$ cat config.mk
export PLATFORM = sky130hd
export DESIGN_NAME = uart_holding_irq_enable
export DESIGN_NICKNAME = d
export VERILOG_FILES = /design/src/uart_hold_pkg.sv /design/src/uart_holding_irq_enable.sv /design/src/uart_hold_mem.sv
export SDC_FILE = /design/constraint.sdc
export NUM_CORES = 1
export LEC_CHECK = 0
export ABC_AREA = 1
export BUFFER_PORTS_ARGS = -buffer_cell sky130_fd_sc_hd__buf_2
export CORE_UTILIZATION = 55
export CTS_BUF_LIST = sky130_fd_sc_hd__clkbuf_8
export CTS_CLUSTER_SIZE = 10
export DETAILED_ROUTE_END_ITERATION = 12
export GPL_TIMING_DRIVEN = 0
export PLACE_DENSITY = 0.71
export SLEW_MARGIN = 20
export SYNTH_ARGS = -nofsm -noshare
export SYNTH_HDL_FRONTEND = slang
export SYNTH_SLANG_ARGS = --single-unit
$ cat constraint.sdc
create_clock -name mclk -period 5.15 [get_ports mclk]
set_clock_uncertainty 0.1 [all_clocks]
set_input_delay 1.03 -clock mclk [delete_from_list [all_inputs] [get_ports mclk]]
set_output_delay 1.03 -clock mclk [all_outputs]
set_load 0.1 [all_outputs]
$ cat src/uart_hold_pkg.sv
// Constants, register map and state types for the holding-register and interrupt-mask block.
package uart_hold_pkg;

   // Register offsets on the 3-bit host address.
   localparam logic [2:0] ADDR_HOLDING = 3'h0;
   localparam logic [2:0] ADDR_IMASK   = 3'h1;
   localparam logic [2:0] ADDR_ISTAT   = 3'h2;
   localparam logic [2:0] ADDR_LCTRL   = 3'h3;
   localparam logic [2:0] ADDR_MCTRL   = 3'h4;
   localparam logic [2:0] ADDR_LSTAT   = 3'h5;
   localparam logic [2:0] ADDR_MSTAT   = 3'h6;

   // Interrupt mask bit positions.
   localparam int IM_CTS   = 7;
   localparam int IM_RTS   = 6;
   localparam int IM_XOFF  = 5;
   localparam int IM_SLEEP = 4;
   localparam int IM_MODEM = 3;
   localparam int IM_LINE  = 2;
   localparam int IM_TX    = 1;
   localparam int IM_RX    = 0;

   // Other field positions.
   localparam int LC_BANK    = 7;
   localparam int FC_ENABLE  = 0;
   localparam int FC_TRIG_HI = 7;
   localparam int FC_TRIG_LO = 6;
   localparam int MC_RTS     = 1;

   // Values after reset.
   localparam logic [7:0] IMASK_RST = 8'h00;
   localparam logic [7:0] FCTRL_RST = 8'h00;
   localparam logic [7:0] LCTRL_RST = 8'h00;
   localparam logic [7:0] MCTRL_RST = 8'h00;

   // Receive trigger levels selected by the two trigger bits.
   localparam int TRIG_LEVEL_0 = 1;
   localparam int TRIG_LEVEL_1 = 4;
   localparam int TRIG_LEVEL_2 = 8;
   localparam int TRIG_LEVEL_3 = 14;

   // Framing and timing.
   localparam int FIFO_DEPTH        = 16;
   localparam int DATA_BITS         = 8;
   localparam int FRAME_BITS        = 10;
   localparam int SAMPLES_PER_BIT   = 16;
   localparam int MID_SAMPLE        = 7;
   localparam int CLK_PERIOD_NS     = 8;
   localparam int SAMPLE_PERIOD_NS  = 544;
   localparam int SAMPLE_DIV_CYCLES = SAMPLE_PERIOD_NS / CLK_PERIOD_NS;
   localparam logic [7:0] XOFF_CHAR_DEFAULT = 8'h13;

   typedef enum logic [2:0] {
      TX_IDLE  = 3'b001,
      TX_LOAD  = 3'b010,
      TX_SHIFT = 3'b100
   } tx_state_type;

   typedef enum logic [3:0] {
      RX_IDLE  = 4'b0001,
      RX_START = 4'b0010,
      RX_DATA  = 4'b0100,
      RX_STOP  = 4'b1000
   } rx_state_type;

endpackage

$ cat src/uart_holding_irq_enable.sv
// One UART channel: holding registers, start-bit check, interrupt masks and line status.
//
// Summary of operation
// - Holding-register write with room queues the bus byte for the transmit shifter.
// - Holding-empty status is one when transmitter empty or byte passed to shifter.
// - Reading the receive holding register pops that byte from the receive queue.
// - Falling receive edge starts 16x count; mid-bit sample must still be low.
// - Mask bit 7 enables an interrupt on each clear-to-send low-to-high change.
// - Mask bit 6 enables an interrupt on each request-to-send low-to-high change.
// - Mask bit 5 gates the interrupt for a received Xoff character.
// - Mask bit 4 enables sleep mode; zero after reset disables it.
// - Mask bit 3 enables an interrupt when any modem-status change bit is set.
// - Mask bit 2 enables an interrupt while line-status error bits 1-4 show one.
// - Mask bit 1 enables the transmit-empty interrupt, holding or queue per mode.
// - Mask bit 0 enables receive interrupt: data held, or queue at trigger level.
// - In queue mode status shows trigger reached, clearing below trigger.
// - Data-ready bit 0 sets when a character enters the queue, clears when empty.
// - Queue-mode transmit-empty interrupt clears on status read or holding write.
// - Queues on with mask bits 0-3 and 5-7 clear means no interrupts; host polls.
// - Line-status bits 1-4 name overrun, parity, framing and break conditions.
// - Line-status bit 6 is one only when transmit queue and shifter are empty.
// - Line-status bit 7 is one while any queued received character has an error.
// - Enabled sources drive this channel's own interrupt output pin.
// - General registers are reachable only while line-control bit 7 is zero.
`timescale 1ns/10ps
module uart_holding_irq_enable
   import uart_hold_pkg::*;
#(
   parameter int         DEPTH      = FIFO_DEPTH,
   parameter int         SAMPLE_DIV = SAMPLE_DIV_CYCLES,
   parameter logic [7:0] XOFF_CHAR  = XOFF_CHAR_DEFAULT
) (
   // Clock and reset.
   input  wire logic       mclk,
   input  wire logic       sys_rst,
   // Host register bus.
   input  wire logic       bus_cs,
   input  wire logic [2:0] bus_addr,
   input  wire logic       bus_wr,
   input  wire logic       bus_rd,
   input  wire logic [7:0] bus_wdata,
   output logic      [7:0] bus_rdata,
   // Serial line and modem pins.
   input  wire logic       rx_line,
   output logic            tx_line,
   input  wire logic       cts_pin,
   output logic            rts_out,
   // Channel status.
   output logic            irq_out_chan_a,
   output logic            sleep_active
);

   localparam int AW = $clog2(DEPTH);
   localparam int RXW = DATA_BITS + 2;

   // Receive trigger level decode.
   function automatic logic [AW:0] trig_level(input logic [1:0] sel);
      case (sel)
         2'b00:   trig_level = (AW+1)'(TRIG_LEVEL_0);
         2'b01:   trig_level = (AW+1)'(TRIG_LEVEL_1);
         2'b10:   trig_level = (AW+1)'(TRIG_LEVEL_2);
         default: trig_level = (AW+1)'(TRIG_LEVEL_3);
      endcase
   endfunction

   // Control registers.
   logic [7:0] interrupt_mask;
   logic [7:0] fifo_control;
   logic [7:0] line_control;
   logic [7:0] modem_control;

   // Queue pointers and counts.
   logic [AW-1:0] tx_wr_ptr;
   logic [AW-1:0] tx_rd_ptr;
   logic [AW:0]   tx_cnt;
   logic [AW-1:0] rx_wr_ptr;
   logic [AW-1:0] rx_rd_ptr;
   logic [AW:0]   rx_cnt;
   logic [AW:0]   err_cnt;
   logic [7:0]    tx_head;
   logic [RXW-1:0] rx_head;

   // Sample tick and serial state.
   logic [15:0]  div_cnt;
   tx_state_type tx_state;
   logic [FRAME_BITS-1:0] tx_frame;
   logic [3:0]   tx_tick;
   logic [3:0]   tx_bits;
   rx_state_type rx_state;
   logic [3:0]   rx_tick;
   logic [3:0]   rx_bits;
   logic [7:0]   rx_shift;
   logic         rx_s1;
   logic         rx_s2;
   logic         rx_d;
   logic         cts_s1;
   logic         cts_s2;
   logic         cts_d;
   logic         rts_d;

   // Sticky flags.
   logic overrun;
   logic tx_evt;
   logic cts_rise;
   logic cts_delta;
   logic rts_rise;
   logic xoff_seen;

   // Bus decode.
   wire gen_ok      = ~line_control[LC_BANK];
   wire wr_cyc      = bus_cs & bus_wr;
   wire rd_cyc      = bus_cs & bus_rd;
   wire acc_ok      = gen_ok | (bus_addr == ADDR_LCTRL);
   wire wr_hold     = wr_cyc & gen_ok & (bus_addr == ADDR_HOLDING);
   wire wr_imask    = wr_cyc & gen_ok & (bus_addr == ADDR_IMASK);
   wire wr_fctrl    = wr_cyc & gen_ok & (bus_addr == ADDR_ISTAT);
   wire wr_lctrl    = wr_cyc & (bus_addr == ADDR_LCTRL);
   wire wr_mctrl    = wr_cyc & gen_ok & (bus_addr == ADDR_MCTRL);
   wire rd_hold     = rd_cyc & gen_ok & (bus_addr == ADDR_HOLDING);
   wire rd_istat    = rd_cyc & gen_ok & (bus_addr == ADDR_ISTAT);
   wire rd_lstat    = rd_cyc & gen_ok & (bus_addr == ADDR_LSTAT);
   wire rd_mstat    = rd_cyc & gen_ok & (bus_addr == ADDR_MSTAT);

   // Queue status; with queues off each queue holds a single byte.
   wire fifo_en     = fifo_control[FC_ENABLE];
   wire [AW:0] cap  = fifo_en ? (AW+1)'(DEPTH) : (AW+1)'(1);
   wire tx_empty    = (tx_cnt == '0);
   wire tx_full     = (tx_cnt >= cap);
   wire rx_empty    = (rx_cnt == '0);
   wire rx_full     = (rx_cnt >= cap);
   wire tx_push     = wr_hold & ~tx_full;
   wire tx_pop      = (tx_state == TX_LOAD);
   wire rx_pop      = rd_hold & ~rx_empty;
   wire head_err    = rx_head[RXW-1] | rx_head[RXW-2];

   // Sample tick; the divider halts while asleep.
   wire tick        = ~sleep_active & (div_cnt == 16'(SAMPLE_DIV - 1));
   wire bit_end     = tick & (tx_tick == 4'(SAMPLES_PER_BIT - 1));
   wire rx_bit_end  = tick & (rx_tick == 4'(SAMPLES_PER_BIT - 1));
   wire rx_mid      = tick & (rx_tick == 4'(MID_SAMPLE));
   wire rx_fall     = rx_d & ~rx_s2;
   wire rx_done     = (rx_state == RX_STOP) & rx_bit_end;
   wire frame_err   = rx_done & ~rx_s2;
   wire brk         = frame_err & (rx_shift == 8'h00);
   wire rx_push     = rx_done & ~rx_full;
   wire rx_over     = rx_done & rx_full;
   wire xoff_evt    = rx_done & (rx_shift == XOFF_CHAR);
   wire [RXW-1:0] rx_entry = {brk, frame_err, rx_shift};

   // Status words.
   wire tx_idle     = (tx_state == TX_IDLE);
   wire [7:0] line_status = {
      err_cnt != '0,
      tx_empty & tx_idle,
      tx_empty,
      ~rx_empty & rx_head[RXW-1],
      ~rx_empty & rx_head[RXW-2],
      1'b0,
      overrun,
      ~rx_empty
   };
   wire [7:0] modem_status = {3'b000, cts_s2, 3'b000, cts_delta};
   wire rx_trig     = fifo_en & (rx_cnt >= trig_level(fifo_control[FC_TRIG_HI:FC_TRIG_LO]));
   wire rx_src      = fifo_en ? rx_trig : ~rx_empty;
   wire tx_src      = fifo_en ? tx_evt : tx_empty;
   wire line_src    = |line_status[4:1];
   wire modem_src   = |modem_status[3:0];

   // Each source is gated by its own mask bit; with bits 0-3 and 5-7 clear nothing fires.
   wire [7:0] sources = {cts_rise, rts_rise, xoff_seen, 1'b0, modem_src, line_src, tx_src, rx_src};
   wire next_irq    = |(sources & interrupt_mask);
   wire [7:0] interrupt_status = {fifo_en, fifo_en, 3'b000, rx_trig, tx_src, ~irq_out_chan_a};
   wire [7:0] next_rdata =
      ~acc_ok                    ? 8'h00 :
      (bus_addr == ADDR_HOLDING) ? rx_head[7:0] :
      (bus_addr == ADDR_IMASK)   ? interrupt_mask :
      (bus_addr == ADDR_ISTAT)   ? interrupt_status :
      (bus_addr == ADDR_LCTRL)   ? line_control :
      (bus_addr == ADDR_MCTRL)   ? modem_control :
      (bus_addr == ADDR_LSTAT)   ? line_status :
      (bus_addr == ADDR_MSTAT)   ? modem_status : 8'h00;
   wire next_sleep  = interrupt_mask[IM_SLEEP] & tx_idle & tx_empty &
                      (rx_state == RX_IDLE) & ~rx_fall & ~wr_hold;

   // Queue storage.
   uart_hold_mem #(.WIDTH(8), .DEPTH(DEPTH), .AW(AW)) tx_mem (
      .clk     (mclk),
      .wr_en   (tx_push),
      .wr_addr (tx_wr_ptr),
      .wr_data (bus_wdata),
      .rd_addr (tx_rd_ptr),
      .rd_data (tx_head)
   );

   uart_hold_mem #(.WIDTH(RXW), .DEPTH(DEPTH), .AW(AW)) rx_mem (
      .clk     (mclk),
      .wr_en   (rx_push),
      .wr_addr (rx_wr_ptr),
      .wr_data (rx_entry),
      .rd_addr (rx_rd_ptr),
      .rd_data (rx_head)
   );

   // Host-written registers and bus read data.
   always_ff @(posedge mclk or posedge sys_rst) begin
      if (sys_rst) begin
         interrupt_mask <= IMASK_RST;
         fifo_control   <= FCTRL_RST;
         line_control   <= LCTRL_RST;
         modem_control  <= MCTRL_RST;
         bus_rdata      <= 8'h00;
      end else begin
         if (wr_imask) interrupt_mask <= bus_wdata;
         if (wr_fctrl) fifo_control <= bus_wdata;
         if (wr_lctrl) line_control <= bus_wdata;
         if (wr_mctrl) modem_control <= bus_wdata;
         if (rd_cyc) bus_rdata <= next_rdata;
      end
   end

   // Queue pointers and counts.
   always_ff @(posedge mclk or posedge sys_rst) begin
      if (sys_rst) begin
         tx_wr_ptr <= '0;
         tx_rd_ptr <= '0;
         tx_cnt    <= '0;
         rx_wr_ptr <= '0;
         rx_rd_ptr <= '0;
         rx_cnt    <= '0;
         err_cnt   <= '0;
      end else begin
         if (tx_push) tx_wr_ptr <= tx_wr_ptr + AW'(1);
         if (tx_pop) tx_rd_ptr <= tx_rd_ptr + AW'(1);
         tx_cnt <= tx_cnt + (AW+1)'(tx_push) - (AW+1)'(tx_pop);
         if (rx_push) rx_wr_ptr <= rx_wr_ptr + AW'(1);
         if (rx_pop) rx_rd_ptr <= rx_rd_ptr + AW'(1);
         rx_cnt <= rx_cnt + (AW+1)'(rx_push) - (AW+1)'(rx_pop);
         err_cnt <= err_cnt + (AW+1)'(rx_push & frame_err) - (AW+1)'(rx_pop & head_err);
      end
   end

   // Sticky event flags; a set in the same cycle as its clear wins.
   always_ff @(posedge mclk or posedge sys_rst) begin
      if (sys_rst) begin
         overrun   <= 1'b0;
         tx_evt    <= 1'b0;
         cts_rise  <= 1'b0;
         cts_delta <= 1'b0;
         rts_rise  <= 1'b0;
         xoff_seen <= 1'b0;
      end else begin
         overrun   <= (overrun & ~rd_lstat) | rx_over;
         tx_evt    <= (tx_evt & ~rd_istat & ~wr_hold) | (tx_pop & (tx_cnt == (AW+1)'(1)) & ~tx_push);
         cts_rise  <= (cts_rise & ~rd_mstat) | (cts_s2 & ~cts_d);
         cts_delta <= (cts_delta & ~rd_mstat) | (cts_s2 ^ cts_d);
         rts_rise  <= (rts_rise & ~rd_istat) | (modem_control[MC_RTS] & ~rts_d);
         xoff_seen <= (xoff_seen & ~rd_istat) | xoff_evt;
      end
   end

   // Pin synchronisers, edge history and channel outputs.
   always_ff @(posedge mclk or posedge sys_rst) begin
      if (sys_rst) begin
         rx_s1          <= 1'b1;
         rx_s2          <= 1'b1;
         rx_d           <= 1'b1;
         cts_s1         <= 1'b0;
         cts_s2         <= 1'b0;
         cts_d          <= 1'b0;
         rts_d          <= 1'b0;
         rts_out        <= 1'b0;
         irq_out_chan_a <= 1'b0;
         sleep_active   <= 1'b0;
         tx_line        <= 1'b1;
      end else begin
         rx_s1          <= rx_line;
         rx_s2          <= rx_s1;
         rx_d           <= rx_s2;
         cts_s1         <= cts_pin;
         cts_s2         <= cts_s1;
         cts_d          <= cts_s2;
         rts_d          <= modem_control[MC_RTS];
         rts_out        <= modem_control[MC_RTS];
         irq_out_chan_a <= next_irq;
         sleep_active   <= next_sleep;
         tx_line        <= tx_frame[0];
      end
   end

   // Sample-rate divider.
   always_ff @(posedge mclk or posedge sys_rst) begin
      if (sys_rst) begin
         div_cnt <= 16'h0000;
      end else if (sleep_active || div_cnt == 16'(SAMPLE_DIV - 1)) begin
         div_cnt <= 16'h0000;
      end else begin
         div_cnt <= div_cnt + 16'h0001;
      end
   end

   // Transmitter: the load state gives the queue's registered read one cycle to settle.
   always_ff @(posedge mclk or posedge sys_rst) begin
      if (sys_rst) begin
         tx_state <= TX_IDLE;
         tx_frame <= '1;
         tx_tick  <= 4'h0;
         tx_bits  <= 4'h0;
      end else begin
         case (tx_state)
            TX_IDLE: begin
               if (!tx_empty) tx_state <= TX_LOAD;
            end
            TX_LOAD: begin
               tx_frame <= {1'b1, tx_head, 1'b0};
               tx_tick  <= 4'h0;
               tx_bits  <= 4'h0;
               tx_state <= TX_SHIFT;
            end
            TX_SHIFT: begin
               if (tick) tx_tick <= tx_tick + 4'h1;
               if (bit_end) begin
                  tx_frame <= {1'b1, tx_frame[FRAME_BITS-1:1]};
                  tx_bits  <= tx_bits + 4'h1;
                  if (tx_bits == 4'(FRAME_BITS - 1)) tx_state <= TX_IDLE;
               end
            end
            default: tx_state <= TX_IDLE;
         endcase
      end
   end

   // Receiver with false-start rejection at the middle of the start bit.
   always_ff @(posedge mclk or posedge sys_rst) begin
      if (sys_rst) begin
         rx_state <= RX_IDLE;
         rx_tick  <= 4'h0;
         rx_bits  <= 4'h0;
         rx_shift <= 8'h00;
      end else begin
         case (rx_state)
            RX_IDLE: begin
               rx_tick <= 4'h0;
               if (rx_fall) rx_state <= RX_START;
            end
            RX_START: begin
               if (tick) rx_tick <= rx_tick + 4'h1;
               if (rx_mid) begin
                  rx_tick <= 4'h0;
                  rx_bits <= 4'h0;
                  if (rx_s2) begin
                     rx_state <= RX_IDLE;
                  end else begin
                     rx_state <= RX_DATA;
                  end
               end
            end
            RX_DATA: begin
               if (tick) rx_tick <= rx_tick + 4'h1;
               if (rx_bit_end) begin
                  rx_shift <= {rx_s2, rx_shift[7:1]};
                  rx_bits  <= rx_bits + 4'h1;
                  if (rx_bits == 4'(DATA_BITS - 1)) rx_state <= RX_STOP;
               end
            end
            RX_STOP: begin
               if (tick) rx_tick <= rx_tick + 4'h1;
               if (rx_bit_end) rx_state <= RX_IDLE;
            end
            default: rx_state <= RX_IDLE;
         endcase
      end
   end

endmodule // uart_holding_irq_enable

$ cat src/uart_hold_mem.sv
// Small dual-port storage for the transmit and receive queues, with registered read data.
`timescale 1ns/10ps
module uart_hold_mem #(
   parameter int WIDTH = 8,
   parameter int DEPTH = 16,
   parameter int AW    = 4
) (
   // Clock.
   input  wire logic             clk,
   // Write port.
   input  wire logic             wr_en,
   input  wire logic [AW-1:0]    wr_addr,
   input  wire logic [WIDTH-1:0] wr_data,
   // Read port.
   input  wire logic [AW-1:0]    rd_addr,
   output logic      [WIDTH-1:0] rd_data
);

   logic [WIDTH-1:0] store [DEPTH];

   // No reset on the array keeps it mappable to plain RAM.
   always_ff @(posedge clk) begin
      if (wr_en) begin
         store[wr_addr] <= wr_data;
      end
      rd_data <= store[rd_addr];
   end

endmodule // uart_hold_mem

=== After elaboration in Yosys (flattened, before gate mapping) ===
Memories as Yosys holds them, arrays and structs flattened. A register that Yosys moved wholly into a read port is not among the register bits.
Cells that the tools add are included.

* $add $sub $neg: 15
* Order comparisons: 3
* Equality and inequality tests: 32
* Multiplexer cells: 40
* Bitwise gates (word level): 73
* Reduce and logical (&&, ||, !) cells: 19

{| class="wikitable"
|+ Operators with widths
! operator !! count
|-
| $mux W8 || 7
|-
| $and A1 B1 Y1 || 48
|-
| $mux W4 || 11
|-
| $add A4 B1 Y4 const B || 8
|-
| $pmux W4 S2 || 3
|-
| $pmux W4 S3 || 2
|-
| $pmux W10 S2 || 1
|-
| $ne A2 B2 Y1 const B || 9
|-
| $add A16 B1 Y16 const B || 1
|-
| $eq A16 B7 Y1 const B || 1
|-
| $eq A4 B4 Y1 const B || 4
|-
| $mux W16 || 1
|-
| $pmux W4 S4 || 1
|-
| $add A5 B1 Y5 || 3
|-
| $ge A5 B5 Y1 || 3
|-
| $not A1 Y1 || 15
|-
| $sub A5 B1 Y5 || 3
|-
| $eq A3 B3 Y1 const B || 4
|-
| $eq A4 B3 Y1 const B || 3
|-
| $mux W3 || 4
|-
| $logic_not A5 Y1 || 2
|-
| $mux W10 || 1
|-
| $mux W5 || 2
|-
| $eq A3 B2 Y1 const B || 3
|-
| other kinds (25) || 42
|}

* Flip-flop bits (word level): 144
* Bits in writable memories: 288
* Output and inout bits: 12
* Memories: 2

{| class="wikitable"
|+ Memories
! memory !! words !! width !! rd ports !! clocked after Yosys merged registers in !! write ports !! line !! text
|-
| rx_mem.store || 16 || 10 || 1 || 1 || 1 || uart_hold_mem.sv:19 || <nowiki>logic [WIDTH-1:0] store [DEPTH];</nowiki>
|-
| tx_mem.store || 16 || 8 || 1 || 1 || 1 || uart_hold_mem.sv:19 ||
|}

=== Logic depth before layout (Yosys ltp) ===
Gate-level depths: netlist (run 1).

* Word-level depth: 10
* Depth in mapped cells: 18
* Gate-level depth less buffers: 18

=== By module ===
A second synthesis (run 1) with hierarchy kept.

* Cells, all modules: 2097
* Area total of the unflattened synthesis: 20289.5 µm²

{| class="wikitable"
|+ Modules (own cells, without submodules)
! module !! instances !! cells each !! area an instance (µm²)
|-
| uart_holding_irq_enable || 1 || 862 || 7338.3
|-
| uart_hold_mem (rx_mem) || 1 || 682 || 7179.4
|-
| uart_hold_mem (tx_mem) || 1 || 553 || 5771.8
|}

=== Worst setup path after synthesis (run 1) ===
Ideal clock, no wire load.

* Kind: register -> register
* From: register sleep_active
* To: register err_cnt[4]
* Setup time: 0.079 ns
* Arrival time: 3.190 ns
* Required time: 4.971 ns
* Setup slack: 1.781 ns
* Stages on the path, launching flop included: 15
* Period minus slack after synthesis: 3.369 ns
* Cells stage by stage: dfrtp_1 inv_1 nand4_4 nor3_4 inv_2 nor2_4 nand2_1 ha_1 inv_1 ha_1 fa_1 a21oi_1 nor2_1 nor2_1 xor2_1

* Longest elaborated chain between the ends: 8
* Elaborated cells between the ends (all ways): 9

{| class="wikitable"
|+ RTL lines
! what !! line !! text
|-
| start: declaration || uart_holding_irq_enable.sv:50 || <nowiki>output logic sleep_active</nowiki>
|-
| start signal: assignment || uart_holding_irq_enable.sv:285 || <nowiki>sleep_active <= next_sleep;</nowiki>
|-
| $not A1 Y1 || uart_holding_irq_enable.sv:137 || <nowiki>wire tick = ~sleep_active & (div_cnt == 16'(SAMPLE_DIV - 1));</nowiki>
|-
| $and A1 B1 Y1 || uart_holding_irq_enable.sv:137 ||
|-
| $and A1 B1 Y1 || uart_holding_irq_enable.sv:139 || <nowiki>wire rx_bit_end = tick & (rx_tick == 4'(SAMPLES_PER_BIT - 1));</nowiki>
|-
| $and A1 B1 Y1 || uart_holding_irq_enable.sv:142 || <nowiki>wire rx_done = (rx_state == RX_STOP) & rx_bit_end;</nowiki>
|-
| $and A1 B1 Y1 || uart_holding_irq_enable.sv:143 || <nowiki>wire frame_err = rx_done & ~rx_s2;</nowiki>
|-
| net frame_err || uart_holding_irq_enable.sv:143 ||
|-
| $and A1 B1 Y1 || uart_holding_irq_enable.sv:238 || <nowiki>err_cnt <= err_cnt + (AW+1)'(rx_push & frame_err) - (AW+1)'(rx_pop & head_err);</nowiki>
|-
| $add A5 B1 Y5 || uart_holding_irq_enable.sv:238 ||
|-
| $sub A5 B1 Y5 || uart_holding_irq_enable.sv:238 ||
|-
| end signal: assignment || uart_holding_irq_enable.sv:238 ||
|-
| end: declaration || uart_holding_irq_enable.sv:79 || <nowiki>logic [AW:0] err_cnt;</nowiki>
|}

The timed path passes the listed nets, and every way through them passes these cells.
A chain may end at the register's enable or synchronous reset.

=== Worst setup path after layout (run 1) ===
* From: register div_cnt[0]
* To: register err_cnt[4]

* Longest elaborated chain between the ends: 8
* Elaborated cells between the ends (all ways): 9

{| class="wikitable"
|+ RTL lines
! what !! line !! text
|-
| start: declaration || uart_holding_irq_enable.sv:84 || <nowiki>logic [15:0] div_cnt;</nowiki>
|-
| start signal: assignment || uart_holding_irq_enable.sv:297 || <nowiki>div_cnt <= div_cnt + 16'h0001;</nowiki>
|-
| $eq A16 B7 Y1 || uart_holding_irq_enable.sv:137 ||
|-
| $and A1 B1 Y1 || uart_holding_irq_enable.sv:137 ||
|-
| $and A1 B1 Y1 || uart_holding_irq_enable.sv:139 ||
|-
| $and A1 B1 Y1 || uart_holding_irq_enable.sv:142 ||
|-
| $and A1 B1 Y1 || uart_holding_irq_enable.sv:143 ||
|-
| net frame_err || uart_holding_irq_enable.sv:143 ||
|-
| $and A1 B1 Y1 || uart_holding_irq_enable.sv:238 ||
|-
| $add A5 B1 Y5 || uart_holding_irq_enable.sv:238 ||
|-
| $sub A5 B1 Y5 || uart_holding_irq_enable.sv:238 ||
|}

The timed path passes the listed nets, and every way through them passes these cells.

==> run summary, run 1 <==
Status: completed
1st-iter DRT viols: 1173
IO buf count: 29
GPL Wtd Cong: 0.944
EDFF count, synth: 288
Final setup vio count: 0
Maxcap violations: 0
CP required: 5.57 ns
CTS-repair resized insts: 0
#FFs+latches synth: 444
Worst-path fanout max: 17
RSZ-0062 raised after global routing: no
Worst Hold Class: flip-flop to flip-flop
Slew @ Worst Pin: 1.06 ns
Mean post-synth cell area: 11.6 µm²
Global-route wire length before repair: 70100 µm
Post-CTS repair timing setup buffer count: 0
Clock Path Buffers: 3
Initial antenna violation count: 2
Most frequent cells in the layout: 288 x edfxtp_1, 232 x nand2_1, 205 x nor2_1
Worst skew pair latency: 0.62 ns
Area of the multi-input gates: 5830 µm²
Pwr/cell area: 419 nW/µm²
Die height: 188 µm
Endpoint type of the worst setup path: flip-flop
Final wirelength: 44900 µm
CTS tree: done
H-tree depth: 3
DP Cell Count: 2126
Rel. slew slack: 28.8%
Gate Count Post-Synth: 1648
CTS clk-pin slew, worst paths: 0.06 ns
Cell family with most CP delay: simple AND/OR/NAND/NOR gates
Fin nets: 1822
Commonest non-fill, non-tap cell in the layout: edfxtp_1
Die W: 188 µm
Number of synthesis warnings: 0
Vias: 12913
DR WL/cell: 19.9 µm
Non-filler cells, final: 2258
Cell Rows: 67
Cell at the slowest stage of the critical path: nor2_4
Largest net degree at the start of global routing: 72
Sequential share of the synthesized area: 65.6%
TritonRoute pass-1 iters: 7
Post-route cell area: 21200 µm²
Critical path type: flip-flop to flip-flop
Diodes inserted: 0
Post-synth top area share: 45.4%
Max-slew violations: 0
Synth-to-layout area growth: 11.1%
Crit-path cells: ha_1 > inv_1 > nor2_1 > nand2_1 > nor2_4 > nand4_4 > nor3_4 > inv_2 > nor2_4 > nand2_1 > ha_1 > inv_1 > ha_1 > fa_1 > a21oi_1 > nor2_1 > nor2_1 > xor2_1
Root Driver: clkbuf_8
Main synth FF type: edfxtp_1
Antenna-violating nets left: 0
Area of the core: 33800 µm²
Vias per cell: 5.72
Mapped Nets: 1716
Startpoint Class: flip-flop
# hold bufs at CTS: 0
CP peak stage delay: 0.43 ns
Clock tree sinks: 444
Final critical-path share of the clock period: 73.6%
DPL Wire Length: 30000 µm
Post-route minimum period: 3.79 ns
Fill count: 2649
Grt ovf: 0
Total GRT Usage: 26.0%
Layout cells sized above 1: 10.9%
Vias in the first global route: 12845
Hold Fails Final Rpt: 0
Leak pwr: 8.19 nW
Overall Power: 0.00886 W
I/O pin count: 30
Mapped Area: 19000 µm²
VDD IR max: 0.000263 V
Dpl cell area: 19800 µm²
Num CTS Buffers: 74
Yosys cell types: 50
Largest area contributor in the netlist: edfxtp_1
Area occupied by registers: 12500 µm²
Full die area: 35400 µm²
Residual DRC count: 0
Largest cells by area after synthesis: edfxtp_1 45%, dfrtp_1 16%, nand2_1 4.6%
Ys async rst share: 31.1%
Starting Density: 56.3%
Max Freq: 264 MHz
Sum of buffers and inverters on the critical path: 3
CP arrival: 4.21 ns
==> metal layers <==
| metal | vias to the layer above | wire, µm | track usage [%] |
|---|---|---|---|
| met2 | 471 | 21700 | 42.5 |
| met1 | 6286 | 18500 | 33.9 |
| met4 | 4 | 1500 | 10.6 |
| met3 | 129 | 3230 | 5.47 |
| li1 | 6023 | - | - |
| met5 | - | 31 | 0 |
==> area by class of cell <==
type	count	area share, %
inverter	124	2.24
sequential	444	59.0
tap	448	2.65
clock inverter	48	1.04
multi-input combinational	1019	27.6
buffer	61	1.24
clock buffer	84	5.46
timing repair buffer	30	0.816
==> kinds of logic (layout without fill, tap and decap cells) <==
group | Yosys count | count (layout) | synth area share [%]
fa+ha+maj | 50 | 50 | 3.40
flops | 444 | 444 | 65.6
buf+inv | 185 | 347 | 3.82
xor+xnor | 33 | 33 | 1.52
mux | 58 | 58 | 3.05
compound gates | 290 | 290 | 9.25
simple gates | 588 | 588 | 13.4
==> flip-flops by register name, summed over array words and instances, names as in the netlist, 5 cells and up <==
| signal | cells |
|---|---|
| modem_control | 8 |
| bus_rdata | 8 |
| tx_cnt | 5 |
| div_cnt | 16 |
| rx_cnt | 5 |
| rx_mem.rd_data | 10 |
| tx_mem.store | 128 |
| err_cnt | 5 |
| rx_mem.store | 160 |
| line_control | 8 |
| tx_mem.rd_data | 8 |
| rx_shift | 8 |
| tx_frame | 9 |
| interrupt_mask | 8 |
==> through the flow <==
step	util [%]	hold slack [ns]	setup WS (ns)	TNS (ns)
final	62.6	0.258	1.36	0
after floorplan	-	0.231	0.349	0
after global routing	62.6	0.261	1.03	0
after CTS	62.6	0.259	1.37	0
after global placement	58.4	0.240	-1.37	-167.23
after detailed placement	58.5	0.250	1.34	0
==> worst paths after layout <==
kind,startpoint,to,slack [ns],cells past startpoint
setup / recovery,div_cnt[0],err_cnt[4],1.36,18
hold / removal,rx_s1,rx_s2,0.26,0
setup reg to reg,div_cnt[0],err_cnt[4],1.36,18
hold reg to reg,rx_s1,rx_s2,0.26,0
max in group asynchronous,sys_rst,tx_state[0],3.82,3
min in group asynchronous,sys_rst,div_cnt[7],0.35,2
==> Yosys cell counts, types with 14 or more instances <==
cell type and instances:
a21oi_1 23, clkbuf_1 47, dfrtp_1 123, dfstp_2 15
dfxtp_1 18, edfxtp_1 288, ha_1 47, inv_1 115
mux2i_1 58, nand2_1 232, nand3_1 69, nand4_1 18
nor2_1 206, nor3_1 17, o211ai_1 30, o21ai_0 154
o221ai_1 45, o22ai_1 14, or2_2 14, xor2_1 27
==> power by group <==
group	total, W	switching, W	internal [W]
Sequential	0.00416	0.000156	0.00400
Clock	0.00289	0.00136	0.00153
Combinational	0.00181	0.00125	0.000554
Total	0.00886	0.00277	0.00609
Note: power is estimated with default switching activity, not from simulation.
==> run 2: changes to the inputs <==
--- a/config.mk
+++ b/config.mk
@@ -5,7 +5,7 @@
 export SDC_FILE = /design/constraint.sdc
 export NUM_CORES = 1
 export LEC_CHECK = 0
-export ABC_AREA = 1
+export ABC_AREA = 0
 export BUFFER_PORTS_ARGS = -buffer_cell sky130_fd_sc_hd__buf_2
 export CORE_UTILIZATION = 55
 export CTS_BUF_LIST = sky130_fd_sc_hd__clkbuf_8
==> constraint.sdc (replaced) <==
create_clock -name mclk -period 3.65 [get_ports mclk]
set_clock_uncertainty 0.1 [all_clocks]
set_input_delay 0.73 -clock mclk [delete_from_list [all_inputs] [get_ports mclk]]
set_output_delay 0.73 -clock mclk [all_outputs]
set_load 0.1 [all_outputs]
==> run 2 against run 1 <==
Compared with the run above: die area shrank 2.6%; critical endpoint is now rx_mem.store[13][9]; global-route usage down 2.3 points; largest cell class unchanged; core utilization grew 1.0 points; combinational power hardly changed.
==> run summary, run 2 <==
Full die area: 34500 µm² (-2.6%)
Final critical-path share of the clock period: 97.7% (+24 points)
Area of the core: 32900 µm² (-2.7%)
Worst hold path endpoint: rx_s1
Die height: 186 µm (-1.3%)
CP peak stage delay: 0.90 ns (+0.47 ns)
Largest net degree at the start of global routing: 34 (-53%)
Internal cell power: 0.00839 W (+38%)
Fin nets: 1330 (-27%)
Synth-to-layout area growth: 12.8%
Grt ovf: 0 (unchanged)
Most frequent cells after synthesis: 288 x edfxtp_1, 123 x dfrtp_1, 91 x mux4_2
Commonest non-fill, non-tap cell in the layout: edfxtp_1
R2r endpoint: rx_mem.store[13][9]
Main synth FF type: edfxtp_1
Mapped Area: 18500 µm² (-2.6%)
Post-synth top area share: 46.6% (+1.2 points)
Cell at the slowest stage of the critical path: nor2_1
Diodes inserted: 0 (unchanged)
Layout cells sized above 1: 25.0% (+14 points)
Sequential power share: 50.3% (+3.3 points)
Clock Path Buffers: 3 (unchanged)
Post-route minimum period: 3.57 ns (-0.225 ns)
Yosys cell types: 67 (+34%)
DPL Wire Length: 25700 µm (-14%)
Worst hold slack: 0.125 ns (-0.132 ns)
FF-to-FF path depth: 8 (-10)
Vias in the first global route: 10548 (-18%)
Worst-path fanout max: 10 (-7)
Number of synthesis warnings: 0 (unchanged)
Endpoint type of the worst setup path: flip-flop
Sw Ratio: 27.2% (-4.0 points)
Cell Rows: 66 (-1.5%)
Rel. slew slack: 26.0% (-2.8 points)
Mapped Nets: 1209 (-30%)
Max-slew violations: 0 (unchanged)
EDFF count, synth: 288 (unchanged)
Most frequent cells in the layout: 288 x edfxtp_1, 120 x dfrtp_1, 91 x mux4_2
1st-iter DRT viols: 886 (-24%)
CTS tree: done
Num CTS Buffers: 72 (-2.7%)
CP arrival: 3.68 ns (-0.53 ns)
Gate power share: 15.4% (-5.0 points)
Largest cells by area after synthesis: edfxtp_1 47%, dfrtp_1 17%, mux4_2 11%
Area occupied by registers: 12500 µm² (about the same)
Final wirelength: 38400 µm (-14%)
Status: completed
Mean post-synth cell area: 16.3 µm² (+41%)
Net switching power: 0.00314 W (+14%)
RR Startpoint: rx_state[1]
Largest regs: rx_mem.store x160, tx_mem.store x128, div_cnt x16
CP most frequent cell: buf_4
Root Driver: clkbuf_8
Pwr/cell area: 551 nW/µm² (+32%)
Final setup vio count: 0 (unchanged)
Clock Power Share: 34.3% (+1.6 points)
Clock tree sinks: 444 (unchanged)
Total GRT Usage: 23.7% (-2.3 points)
Max Freq: 280 MHz (+6.3%)
I/O pin count: 30 (unchanged)
Largest register FFs: 160 (unchanged)
GPL Wtd Cong: 0.904 (-4.3%)
Initial antenna violation count: 0 (-2)
Gate Count Post-Synth: 1141 (-31%)
Largest area contributor in the netlist: edfxtp_1
Ys async rst share: 31.1% (unchanged)
Hold Path Cell Cnt: 1 (+1)
CP required: 3.76 ns (-1.81 ns)
Maxcap violations: 0 (unchanged)
Vias per cell: 5.83 (+1.9%)
Starting Density: 56.4% (+0.072 points)
Sequential share of the synthesized area: 67.3% (+1.7 points)
Die W: 186 µm (-1.3%)
VDD IR max: 0.000353 V (+35%)
Fill count: 2421 (-8.6%)
Antenna-violating nets left: 0 (unchanged)
Setup_tns: 0 ns (unchanged)
Area of the multi-input gates: 5780 µm² (-0.82%)
Slew @ Worst Pin: 1.11 ns (+0.0435 ns)
Leak pwr: 7.31 nW (-11%)
Cell family with most CP delay: simple AND/OR/NAND/NOR gates
IO buf count: 27 (-6.9%)
Hold Fails Final Rpt: 0 (unchanged)
#FFs+latches synth: 444 (unchanged)
CTS clk-pin slew, worst paths: 0.06 ns (about the same)
TritonRoute pass-1 iters: 5 (-2)
Crit-path cells: or4b_4 > nor4_4 > buf_4 > nor4b_4 > buf_4 > buf_6 > nand3_1 > nor2_1
Worst skew pair latency: 0.61 ns (about the same)
H-tree depth: 3 (unchanged)
Sum of buffers and inverters on the critical path: 3 (unchanged)
Vias: 10272 (-20%)
Reg2Reg Setup Slack: 0.08 ns (-1.27 ns)
Residual DRC count: 0 (unchanged)
Global-route wire length before repair: 59800 µm (-15%)
Worst Hold Class: input pin to flip-flop
Critical path type: flip-flop to flip-flop
DR WL/cell: 21.8 µm (+9.7%)
Worst Min Path Start: rx_line
Largest register by flop count: rx_mem.store
Most common cell in the netlist: edfxtp_1
Startpoint Class: flip-flop
==> run 2: changes by cell type after synthesis, moves of 20 or more <==
cell      previous run  this run
mux4_2               0        91
nand2_1            232        57
mux2i_1             58        12
nand3_1             69        23
o21ai_0            154        29
mux2_2               0        33
nor2_1             206        73
clkbuf_1            47        27
o221ai_1            45         0
o211ai_1            30         2
inv_1              115        52
==> run 2: final cells by class <==
| class | count | area share, % |
|---|---|---|
| multi-input combinational | 598 | 27.6 |
| tap | 442 | 2.64 |
| clock inverter | 52 | 1.17 |
| clock buffer | 80 | 5.26 |
| timing repair buffer | 47 | 1.72 |
| sequential | 444 | 59.7 |
| inverter | 54 | 0.999 |
| buffer | 45 | 0.891 |
==> run 2: worst max-delay path by stage <==
stage	startpoint	endpoint	slack (ns)	cells past startpoint
floorplan	bus_addr[2]	tx_cnt[4]	0.11	14
global placement	rx_state[1]	rx_mem.store[1][7]	-1.02	5
detailed placement	bus_addr[2]	tx_cnt[4]	-0.86	14
CTS	rx_state[1]	err_cnt[4]	0.04	13
global route	rx_state[1]	rx_cnt[4]	-0.04	16
finish	rx_state[1]	rx_mem.store[13][9]	0.08	8
==> run 2: stage by stage <==
stage | cells | instance area (µm²) | util (%) | setup WS (ns) | total power, W
after CTS | 1759 | 20900 | 63.5 | 0.0378 | 0.0116
after floorplan | 1141 | 18500 | - | 0.109 | 0.00722
after global placement | 1610 | 19200 | 58.5 | -1.02 | 0.00761
after detailed placement | 1625 | 19500 | 59.3 | -0.858 | 0.00767
final | 1762 | 20900 | 63.7 | 0.0836 | 0.0115
after global routing | 1762 | 20900 | 63.7 | -0.0444 | 0.0121
==> run 2: metal layers <==
layer	GRT usage, %	routed length, µm	part of all wire, %	up-vias
met3	4.95	2120	5.5	69
met2	39.7	19300	50	282
met1	30.6	16000	42	5293
li1	-	-	-	4628
met5	0	0	0	-
met4	8.75	975	2.5	0
==> run 2: worst register-to-register path: stages, from the launching register on <==
cell and delay [ns]:
dfrtp_2 0.44, or4b_4 0.56, nor4_4 0.25, buf_4 0.18, nor4b_4 0.22, buf_4 0.20
buf_6 0.16, nand3_1 0.18, nor2_1 0.90
==> run 2: cell families (layout without fill, tap and decap cells) <==
logic type	after synthesis	in the layout	share of synthesized area [%]
compound gates	105	105	3.75
fa+ha+maj	50	50	3.50
xor+xnor	41	41	1.94
mux	136	136	13.7
buf+inv	99	278	2.10
simple gates	266	266	7.71
flops	444	444	67.3
==> run 2: power groups by stage <==
stage               sequential [W]  combinational [W]  clock [W]
floorplan                  0.00597            0.00125          0
global placement           0.00588            0.00172          0
detailed placement         0.00589            0.00178          0
CTS                        0.00579            0.00180    0.00405
global route               0.00582            0.00199    0.00426
finish                     0.00580            0.00178    0.00396
==> run 2: repair_timing <==
item                                    4_1_cts  5_1_grt
endpoints found under the setup margin      126       23
pin swaps                                     1        2
setup buffers                                 1        3
resized for setup                             4        8
hold buffers                                  1        0
endpoints found under the hold margin         8        0
